$ cat src/hdl/frd_pkg.sv
`default_nettype none

package frd_pkg;

    // ----------------------------------------------------------------
    // Widths
    // ----------------------------------------------------------------
    localparam int INSTR_W = 14;
    localparam int DATA_W = 8;
    localparam int FADDR_W = 7;
    localparam int RADDR_W = 3;

    // ----------------------------------------------------------------
    // Instruction word fields
    // ----------------------------------------------------------------
    localparam int CLS_HI = 13;
    localparam int CLS_LO = 12;
    localparam int OP_HI = 11;
    localparam int OP_LO = 8;
    localparam int BOP_HI = 11;
    localparam int BOP_LO = 10;
    localparam int BSEL_HI = 9;
    localparam int BSEL_LO = 7;
    localparam int DSEL_BIT = 7;
    localparam int FADDR_HI = 6;
    localparam int FADDR_LO = 0;

    localparam logic [1:0] CLS_BYTE = 2'h0;
    localparam logic [1:0] CLS_BIT = 2'h1;

    // Byte-oriented operation codes.
    localparam logic [3:0] OP_NOP = 4'h0;
    localparam logic [3:0] OP_STORE_W = 4'h1;
    localparam logic [3:0] OP_CLEAR = 4'h2;
    localparam logic [3:0] OP_MOVE = 4'h3;
    localparam logic [3:0] OP_ROT_LEFT = 4'h4;
    localparam logic [3:0] OP_ROT_RIGHT = 4'h5;
    localparam logic [3:0] OP_INCR = 4'h6;
    localparam logic [3:0] OP_DECR = 4'h7;
    localparam logic [3:0] OP_COMPL = 4'h8;
    localparam logic [3:0] OP_AND_W = 4'h9;
    localparam logic [3:0] OP_OR_W = 4'hA;
    localparam logic [3:0] OP_XOR_W = 4'hB;
    localparam logic [3:0] OP_ADD_W = 4'hC;

    // Bit-oriented operation codes.
    localparam logic [1:0] BOP_CLR = 2'h0;
    localparam logic [1:0] BOP_SET = 2'h1;

    localparam logic [INSTR_W-1:0] INSTR_IDLE = 14'h0000;

    // ----------------------------------------------------------------
    // Register port map and reset values
    // ----------------------------------------------------------------
    localparam logic [RADDR_W-1:0] REG_ACC = 3'h0;
    localparam logic [RADDR_W-1:0] REG_FLAGS = 3'h1;
    localparam logic [RADDR_W-1:0] REG_RESULT = 3'h2;
    localparam logic [RADDR_W-1:0] REG_RETIRED = 3'h3;
    localparam int FLAG_CARRY = 0;
    localparam logic [DATA_W-1:0] ACC_RST = 8'h00;
    localparam logic CARRY_RST = 1'b0;

    // Four-phase instruction cycle, Gray coded.
    typedef enum logic [1:0] {
        FRD_Q1 = 2'b00,
        FRD_Q2 = 2'b01,
        FRD_Q3 = 2'b11,
        FRD_Q4 = 2'b10
    } frd_phase_e;

    // True when the word addresses a file register and so must read it.
    function automatic logic names_file(input logic [INSTR_W-1:0] word);
        logic [1:0] cls;
        logic [3:0] op;
        cls = word[CLS_HI:CLS_LO];
        op = word[OP_HI:OP_LO];
        names_file = 1'b0;
        if (cls == CLS_BYTE)
        begin
            if (op == OP_CLEAR)
                names_file = word[DSEL_BIT];
            else if (op != OP_NOP && op <= OP_ADD_W)
                names_file = 1'b1;
        end
        else if (cls == CLS_BIT)
        begin
            names_file = (word[BOP_HI:BOP_LO] == BOP_CLR) || (word[BOP_HI:BOP_LO] == BOP_SET);
        end
    endfunction : names_file

    function automatic logic [DATA_W-1:0] bit_mask(input logic [2:0] sel);
        bit_mask = 8'h01 << sel;
    endfunction : bit_mask

endpackage : frd_pkg

`default_nettype wire

$ cat src/hdl/frd_alu.sv
`timescale 1ns/1ps
`default_nettype none

module frd_alu (
    input wire logic [13:0] instr,
    input wire logic [7:0] operand,
    input wire logic [7:0] acc,
    input wire logic carry_in,
    output logic [7:0] result,
    output logic carry_nxt,
    output logic to_file,
    output logic to_acc
);

    wire logic [1:0] cls = instr[frd_pkg::CLS_HI:frd_pkg::CLS_LO];
    wire logic [3:0] op = instr[frd_pkg::OP_HI:frd_pkg::OP_LO];
    wire logic [1:0] bop = instr[frd_pkg::BOP_HI:frd_pkg::BOP_LO];
    wire logic dsel = instr[frd_pkg::DSEL_BIT];
    wire logic [7:0] mask = frd_pkg::bit_mask(instr[frd_pkg::BSEL_HI:frd_pkg::BSEL_LO]);
    wire logic [8:0] sum = {1'b0, operand} + {1'b0, acc};

    logic routed;

    always_comb
    begin
        result = operand;
        carry_nxt = carry_in;
        routed = 1'b0;
        to_file = 1'b0;
        to_acc = 1'b0;
        if (cls == frd_pkg::CLS_BYTE)
        begin
            case (op)
                frd_pkg::OP_STORE_W:
                begin
                    // The destination bit is a don't-care here.
                    result = acc;
                    to_file = 1'b1;
                end
                frd_pkg::OP_CLEAR:
                begin
                    result = 8'h00;
                    routed = 1'b1;
                end
                frd_pkg::OP_MOVE: routed = 1'b1;
                frd_pkg::OP_ROT_LEFT:
                begin
                    {carry_nxt, result} = {operand, carry_in};
                    routed = 1'b1;
                end
                frd_pkg::OP_ROT_RIGHT:
                begin
                    {result, carry_nxt} = {carry_in, operand};
                    routed = 1'b1;
                end
                frd_pkg::OP_INCR:
                begin
                    result = operand + 8'h01;
                    routed = 1'b1;
                end
                frd_pkg::OP_DECR:
                begin
                    result = operand - 8'h01;
                    routed = 1'b1;
                end
                frd_pkg::OP_COMPL:
                begin
                    result = ~operand;
                    routed = 1'b1;
                end
                frd_pkg::OP_AND_W:
                begin
                    result = operand & acc;
                    routed = 1'b1;
                end
                frd_pkg::OP_OR_W:
                begin
                    result = operand | acc;
                    routed = 1'b1;
                end
                frd_pkg::OP_XOR_W:
                begin
                    result = operand ^ acc;
                    routed = 1'b1;
                end
                frd_pkg::OP_ADD_W:
                begin
                    {carry_nxt, result} = sum;
                    routed = 1'b1;
                end
                default: routed = 1'b0;
            endcase
            to_file = to_file | (routed & dsel);
            to_acc = routed & ~dsel;
        end
        else if (cls == frd_pkg::CLS_BIT)
        begin
            if (bop == frd_pkg::BOP_CLR)
            begin
                result = operand & ~mask;
                to_file = 1'b1;
            end
            else if (bop == frd_pkg::BOP_SET)
            begin
                result = operand | mask;
                to_file = 1'b1;
            end
        end
    end

endmodule : frd_alu

`default_nettype wire

$ cat src/hdl/frd_datapath.sv
// Behaviour
// - Every instruction naming a file register reads it, modifies the value, then writes back.
// - That read carries all side effects of a normal read, so clearing a port may clear a change flag.
// - Destination bit 0 sends the result to the accumulator, 1 back to the file register.
// - The file address field is seven bits wide and reaches registers 0x00 to 0x7F.
// - The bit select field of bit instructions picks one bit of the addressed byte.
// - Don't-care instruction bits have no effect on execution whatever their value.
// - Rotate left through carry shifts the register left via carry and updates only carry.
// - Rotate left through carry is one word long and finishes in one instruction cycle.
// - Every instruction is a 14-bit word of opcode and operand fields.
// - One instruction cycle is four clock periods and every instruction here takes one cycle.
//
// Local design decisions: the address-and-strobe port and the address map.
`timescale 1ns/1ps
`default_nettype none

module frd_datapath (
    input wire logic clk,
    input wire logic sys_rst,
    input wire logic [13:0] instr_word,
    input wire logic instr_valid,
    output logic instr_take,
    output logic [6:0] file_addr,
    output logic file_rd_en,
    input wire logic [7:0] file_rd_data,
    output logic file_wr_en,
    output logic [7:0] file_wr_data,
    output logic [7:0] acc_out,
    output logic carry_out,
    output logic cycle_done,
    input wire logic [2:0] reg_addr,
    input wire logic [7:0] reg_wdata,
    input wire logic reg_wr,
    input wire logic reg_rd,
    output logic [7:0] reg_rdata
);

    // ----------------------------------------------------------------
    // State
    // ----------------------------------------------------------------
    frd_pkg::frd_phase_e phase_r;
    frd_pkg::frd_phase_e phase_nxt;
    logic [13:0] instr_r;
    logic [6:0] file_addr_r;
    logic file_rd_en_r;
    logic file_wr_en_r;
    logic [7:0] file_wr_data_r;
    logic [7:0] acc_r;
    logic carry_r;
    logic instr_take_r;
    logic cycle_done_r;
    logic [7:0] last_res_r;
    logic [7:0] retired_r;
    logic [7:0] reg_rdata_r;

    // ----------------------------------------------------------------
    // Decode
    // ----------------------------------------------------------------
    wire logic take_now = (phase_r == frd_pkg::FRD_Q1) & instr_valid;
    wire logic exec_now = (phase_r == frd_pkg::FRD_Q3);
    wire logic reads_file = frd_pkg::names_file(instr_word);
    wire logic [6:0] faddr_field = instr_word[frd_pkg::FADDR_HI:frd_pkg::FADDR_LO];
    wire logic [13:0] instr_sel = instr_valid ? instr_word : frd_pkg::INSTR_IDLE;

    wire logic [7:0] alu_res;
    wire logic alu_carry;
    wire logic alu_to_file;
    wire logic alu_to_acc;

    // An instruction that names no file register sees a zero operand, so a stale
    // read bus can never leak into the result.
    wire logic [7:0] operand = frd_pkg::names_file(instr_r) ? file_rd_data : 8'h00;

    frd_alu u_alu (
        .instr(instr_r),
        .operand(operand),
        .acc(acc_r),
        .carry_in(carry_r),
        .result(alu_res),
        .carry_nxt(alu_carry),
        .to_file(alu_to_file),
        .to_acc(alu_to_acc)
    );

    // Core writes land only on the Q3 edge, once the partner has answered the
    // read strobe issued in Q2.
    wire logic core_acc_we = exec_now & alu_to_acc;
    wire logic core_file_we = exec_now & alu_to_file;
    wire logic sw_acc_we = reg_wr & (reg_addr == frd_pkg::REG_ACC);
    wire logic sw_flag_we = reg_wr & (reg_addr == frd_pkg::REG_FLAGS);

    wire logic [7:0] acc_nxt = core_acc_we ? alu_res : (sw_acc_we ? reg_wdata : acc_r);
    wire logic sw_carry = reg_wdata[frd_pkg::FLAG_CARRY];
    // Carry is the only flag this datapath owns; other opcodes pass it through.
    wire logic carry_nxt = exec_now ? alu_carry : (sw_flag_we ? sw_carry : carry_r);

    // Unmapped port addresses read as zero and ignore writes, so software probing
    // the map cannot disturb the core.
    wire logic [7:0] rd_mux =
        (reg_addr == frd_pkg::REG_ACC) ? acc_r :
        (reg_addr == frd_pkg::REG_FLAGS) ? {7'h00, carry_r} :
        (reg_addr == frd_pkg::REG_RESULT) ? last_res_r :
        (reg_addr == frd_pkg::REG_RETIRED) ? retired_r : 8'h00;

    // ----------------------------------------------------------------
    // Instruction cycle sequencer
    // ----------------------------------------------------------------
    // Gray coding moves a single bit per phase step.
    always_comb
    begin
        case (phase_r)
            frd_pkg::FRD_Q1: phase_nxt = frd_pkg::FRD_Q2;
            frd_pkg::FRD_Q2: phase_nxt = frd_pkg::FRD_Q3;
            frd_pkg::FRD_Q3: phase_nxt = frd_pkg::FRD_Q4;
            default: phase_nxt = frd_pkg::FRD_Q1;
        endcase
    end

    // The phase counter runs free, so every instruction, the rotate included,
    // occupies exactly four clock periods.
    always_ff @(posedge clk or posedge sys_rst)
    begin
        if (sys_rst)
            phase_r <= frd_pkg::FRD_Q1;
        else
            phase_r <= phase_nxt;
    end

    // ----------------------------------------------------------------
    // Fetch and file read
    // ----------------------------------------------------------------
    always_ff @(posedge clk or posedge sys_rst)
    begin
        if (sys_rst)
        begin
            instr_r <= frd_pkg::INSTR_IDLE;
            file_addr_r <= 7'h00;
            file_rd_en_r <= 1'b0;
            instr_take_r <= 1'b0;
        end
        else if (phase_r == frd_pkg::FRD_Q1)
        begin
            instr_r <= instr_sel;
            instr_take_r <= instr_valid;
            // The address is latched on every Q1 edge, idle cycles included; it matters
            // only when a read or write strobe goes with it.
            file_addr_r <= faddr_field;
            // A real read strobe even for clear and store, so the partner applies
            // every read side effect before the write-back lands.
            file_rd_en_r <= take_now & reads_file;
        end
        else
        begin
            file_rd_en_r <= 1'b0;
            instr_take_r <= 1'b0;
        end
    end

    // ----------------------------------------------------------------
    // Execute and write back
    // ----------------------------------------------------------------
    always_ff @(posedge clk or posedge sys_rst)
    begin
        if (sys_rst)
        begin
            file_wr_en_r <= 1'b0;
            file_wr_data_r <= 8'h00;
            cycle_done_r <= 1'b0;
            last_res_r <= 8'h00;
            retired_r <= 8'h00;
        end
        else if (exec_now)
        begin
            file_wr_en_r <= core_file_we;
            file_wr_data_r <= alu_res;
            cycle_done_r <= 1'b1;
            last_res_r <= alu_res;
            // Idle cycles retire a no-op too, so this counts elapsed instruction cycles.
            retired_r <= retired_r + 8'h01;
        end
        else
        begin
            file_wr_en_r <= 1'b0;
            cycle_done_r <= 1'b0;
        end
    end

    // ----------------------------------------------------------------
    // Accumulator, carry and register port
    // ----------------------------------------------------------------
    // A core update in the same cycle as a software write takes priority,
    // since losing a retired result would corrupt the program flow.
    always_ff @(posedge clk or posedge sys_rst)
    begin
        if (sys_rst)
        begin
            acc_r <= frd_pkg::ACC_RST;
            carry_r <= frd_pkg::CARRY_RST;
            reg_rdata_r <= 8'h00;
        end
        else
        begin
            acc_r <= acc_nxt;
            carry_r <= carry_nxt;
            // Read data is zero outside the cycle after a read strobe, so a stale value
            // is never mistaken for an answer.
            reg_rdata_r <= reg_rd ? rd_mux : 8'h00;
        end
    end

    assign instr_take = instr_take_r;
    assign file_addr = file_addr_r;
    assign file_rd_en = file_rd_en_r;
    assign file_wr_en = file_wr_en_r;
    assign file_wr_data = file_wr_data_r;
    assign acc_out = acc_r;
    assign carry_out = carry_r;
    assign cycle_done = cycle_done_r;
    assign reg_rdata = reg_rdata_r;

endmodule : frd_datapath

`default_nettype wire

$ cat config.mk
export PLATFORM = sky130hd
export DESIGN_NAME = frd_datapath
export DESIGN_NICKNAME = d
export VERILOG_FILES = /design/src/hdl/frd_pkg.sv /design/src/hdl/frd_alu.sv /design/src/hdl/frd_datapath.sv
export SDC_FILE = /design/constraint.sdc
export NUM_CORES = 1
export LEC_CHECK = 0
export BUFFER_PORTS_ARGS = -buffer_cell sky130_fd_sc_hd__buf_2
export CAP_MARGIN = 20
export CORE_MARGIN = 2
export CORE_UTILIZATION = 45
export CTS_CLUSTER_SIZE = 25
export DETAILED_ROUTE_END_ITERATION = 16
export PLACE_DENSITY_LB_ADDON = 0.25
export SYNTH_ARGS = -nofsm -noshare
export SYNTH_HDL_FRONTEND = slang
export SYNTH_SLANG_ARGS = --single-unit
$ cat constraint.sdc
create_clock -name clk -period 4.8 [get_ports clk]
set_input_delay 0 -clock clk [delete_from_list [all_inputs] [get_ports clk]]
set_output_delay 0 -clock clk [all_outputs]
set_load 0.005 [all_outputs]
==> results.yml <==
outcome:
  status: "finished, final reports clean"
drt:
  drt_first_pass_iters: 5
  post_drt_via_cell_ratio: 6.06
  wl_per_cell_um: 19.2
  num_vias: 4554
  drtIter0Drc: 562
  ant_nets: 0
  drc: 0
  wirelength_mm: 14.4
synth:
  synthAdderAreaFrac_pct: 7.91
  ys_warn_count: 0
  yosysMostFrequentCell: "nand2_1"
  synth_nets: 609
  synth_common_cells: "nand2_1, dfrtp_1, nor2_1"
  synthMuxAreaShare_pct: 3.35
  synth-xor-area-share_pct: 2.85
  synth_top_family_by_area: "compound AO/OA/AOI/OAI gates"
  synth_top_area_share_pct: 30.8
  ys_seq_elements: 53
  synth_area_um2: 4300
  synth.distinct_cells: 69
  synthArstFlopShare_pct: 100
  synth_compound_area_share_pct: 24.9
  synth_cells: 545
  seq_area_frac_synth_pct: 30.8
  synth.area.top_cells: "dfrtp_1, nand2_1, ha_1"
  avgSynthCellArea_um2: 7.89
  synth-simple-area-share_pct: 24.3
  synth_edf_count: 0
  ys.flop_type: "dfrtp_1"
  synth_top_area_cell: "dfrtp_1"
grt:
  top_usage_layer: "met2"
  grt_use_met3_pct: 3.52
  grt_max_degree: 54
  grt_pass1_wl_mm: 23.1
  grt_pass1_vias: 4372
  grt_use_met1_pct: 39.1
  grt_overflow_total: 0
  met2_usage_pct: 47.3
  gr-usage-all-layers_pct: 28.6
  antenna_found_initial: 0
placement:
  gp_congestion: 1.03
  place_hpwl_mm: 10.7
  port_buffers: 73
cells_and_area:
  diodes: 0
  area_growth_pct: 18.4
  drive_above_1_share_pct: 17.2
  final_nets: 685
  nFillCells: 874
clocking:
  postCtsSetupBuffers: 0
  cts_root_buf: "clkbuf_8"
  ctsLongestPathBuffers: 2
  htree_levels: 2
  cts_tree: "done"
  cts_buffers: 5
  path_clk_slew_ns: 0.09
  numClockSinks: 53
  clock_latency_ns: 0.31
  cts_resized: 0
sta:
  max_freq_ghz: 0.258
  fin_skew_ns: 0.00884
  timing.setup.tns_ns: 0
  tightest_slew_ns: 0.773
  fin_crit_sh_pct: 80.8
  drv_slew: 0
  setup_viol: 0
  hold_violations: 0
  layout_min_cycle_time_ns: 3.88
  rsz0062_at_grt: "no"
  max_slew_margin_pct: 48.5
  hold_ws_ns: 0.00918
critical_path:
  startpoint_type: "flip-flop"
  required_ns: 5.05
  worstPathArrival_ns: 4.12
  critPathCaptureType: "flip-flop"
  cp_max_fo: 23
  path_class: "flip-flop to flip-flop"
pwr:
  irDropWorstVdd_mv: 0.143
  power_density_nw_per_um2: 256
  leakage_nw: 2.36
worst_hold_path:
  hold_class: "primary input to flip-flop"
floorplanning:
  num_io_pins: 74
  start_util_pct: 46.5
  die_h_um: 102
  fp.dieW_um: 102
  dieArea_um2: 10400
  fp-row-count: 35
  core_area_um2: 9240
run:
  maxCapViolations: 0
==> state kept, by name, summed over array words and instances, names as in the netlist, 2 cells and up <==
| register | flops |
|---|---|
| file_addr | 7 |
| last_res_r | 8 |
| acc_out | 8 |
| instr_r | 7 |
| reg_rdata | 8 |
| phase_r | 2 |
| retired_r | 8 |
==> report_power, final <==
part	switching (W)	internal [W]
registers	0.0000621	0.000484
logic	0.000261	0.000188
clock network	0.000151	0.000157
==> what timing repair did <==
item	CTS	global route
hold buffers	20	1
endpoints found under the hold margin	20	16
setup endpoints to repair	0	0
==> through the flow <==
stage | cells | area (um2) | util [%] | power, W | worst slack (ns)
3_5_place_dp | 721 | 4750 | 51.4 | 0.000980 | 1.05
2_1_floorplan | 545 | 4300 | - | 0.000816 | 1.47
6_report | 751 | 5090 | 55.1 | 0.00130 | 0.923
3_3_place_gp | 721 | 4750 | 51.4 | 0.000972 | 1.10
4_1_cts | 749 | 5060 | 54.8 | 0.00130 | 1.04
5_1_grt | 751 | 5090 | 55.1 | 0.00138 | 0.596
==> final timing paths <==
check / start / to / slack, ns / depth (start not counted)
max: instr_r[11]$_DFFE_PP0P_ / acc_out[6]$_DFFE_PP0P_ / 0.92 / 13
min: reg_wdata[5] / acc_out[5]$_DFFE_PP0P_ / 0.009 / 3
max reg2reg: instr_r[11]$_DFFE_PP0P_ / acc_out[6]$_DFFE_PP0P_ / 0.92 / 13
min reg2reg: phase_r[0]$_DFF_PP0_ / phase_r[1]$_DFF_PP0_ / 0.43 / 0
max in group asynchronous: sys_rst / acc_out[2]$_DFFE_PP0P_ / 4.09 / 4
min in group asynchronous: sys_rst / file_addr[1]$_DFFE_PP0P_ / 0.21 / 3
==> per-layer routing <==
metal / wire length (um) / part of all wire, % / up-vias
met2: 6760 / 47 / 244
met1: 6180 / 43 / 2164
met4: 466 / 3.2 / 0
met3: 1010 / 7.0 / 40
li1: - / - / 2106
met5: 0 / 0 / -
==> critical path, stage by stage, from the launching register on <==
cell,delay [ns]
dfrtp_1,0.67
o211a_1,0.38
o31ai_4,0.52
nand2_1,0.15
inv_1,0.15
ha_1,0.23
fa_1,0.22
nand2_1,0.08
a21oi_1,0.32
mux2i_1,0.25
a22oi_1,0.11
o211a_1,0.17
nor3_1,0.34
mux2_2,0.23
==> kinds of logic after synthesis <==
logic type      after synthesis
compound gates              158
xor+xnor                     14
fa+ha+maj                    26
buf+inv                      61
flops                        53
mux                          14
simple gates                219
==> placed cells by master (no fill, tap or decap), drive strengths merged, types with 3 or more instances in the layout <==
master and count:
a2111oi 5, a211oi 9, a21oi 37, a221oi 6
a31oi 8, and3 3, buf 84, clkbuf 6
dfrtp 53, dlygate4sd3 21, ha 24, inv 25
mux2 3, mux2i 11, nand2 94, nand2b 9
nand3 21, nand3b 5, nand4 4, nor2 46
nor2b 3, nor3 11, nor4bb 4, o211ai 6
o21ai 42, o221ai 9, o22ai 5, o31ai 4
or2 3, or3 4, xnor2 9, xor2 5
==> final cells by class <==
class                   count  area, um2  area share (%)
clock inverters             2       38.8           0.762
multi-input cells         431       2730            53.6
flip-flops and latches     53       1330            26.0
well taps                 129        161            3.17
inverters                  25       93.8            1.84
clock buffers               6       72.6            1.43
repair buffers            105        671            13.2
(Power assumes the default switching activity.)
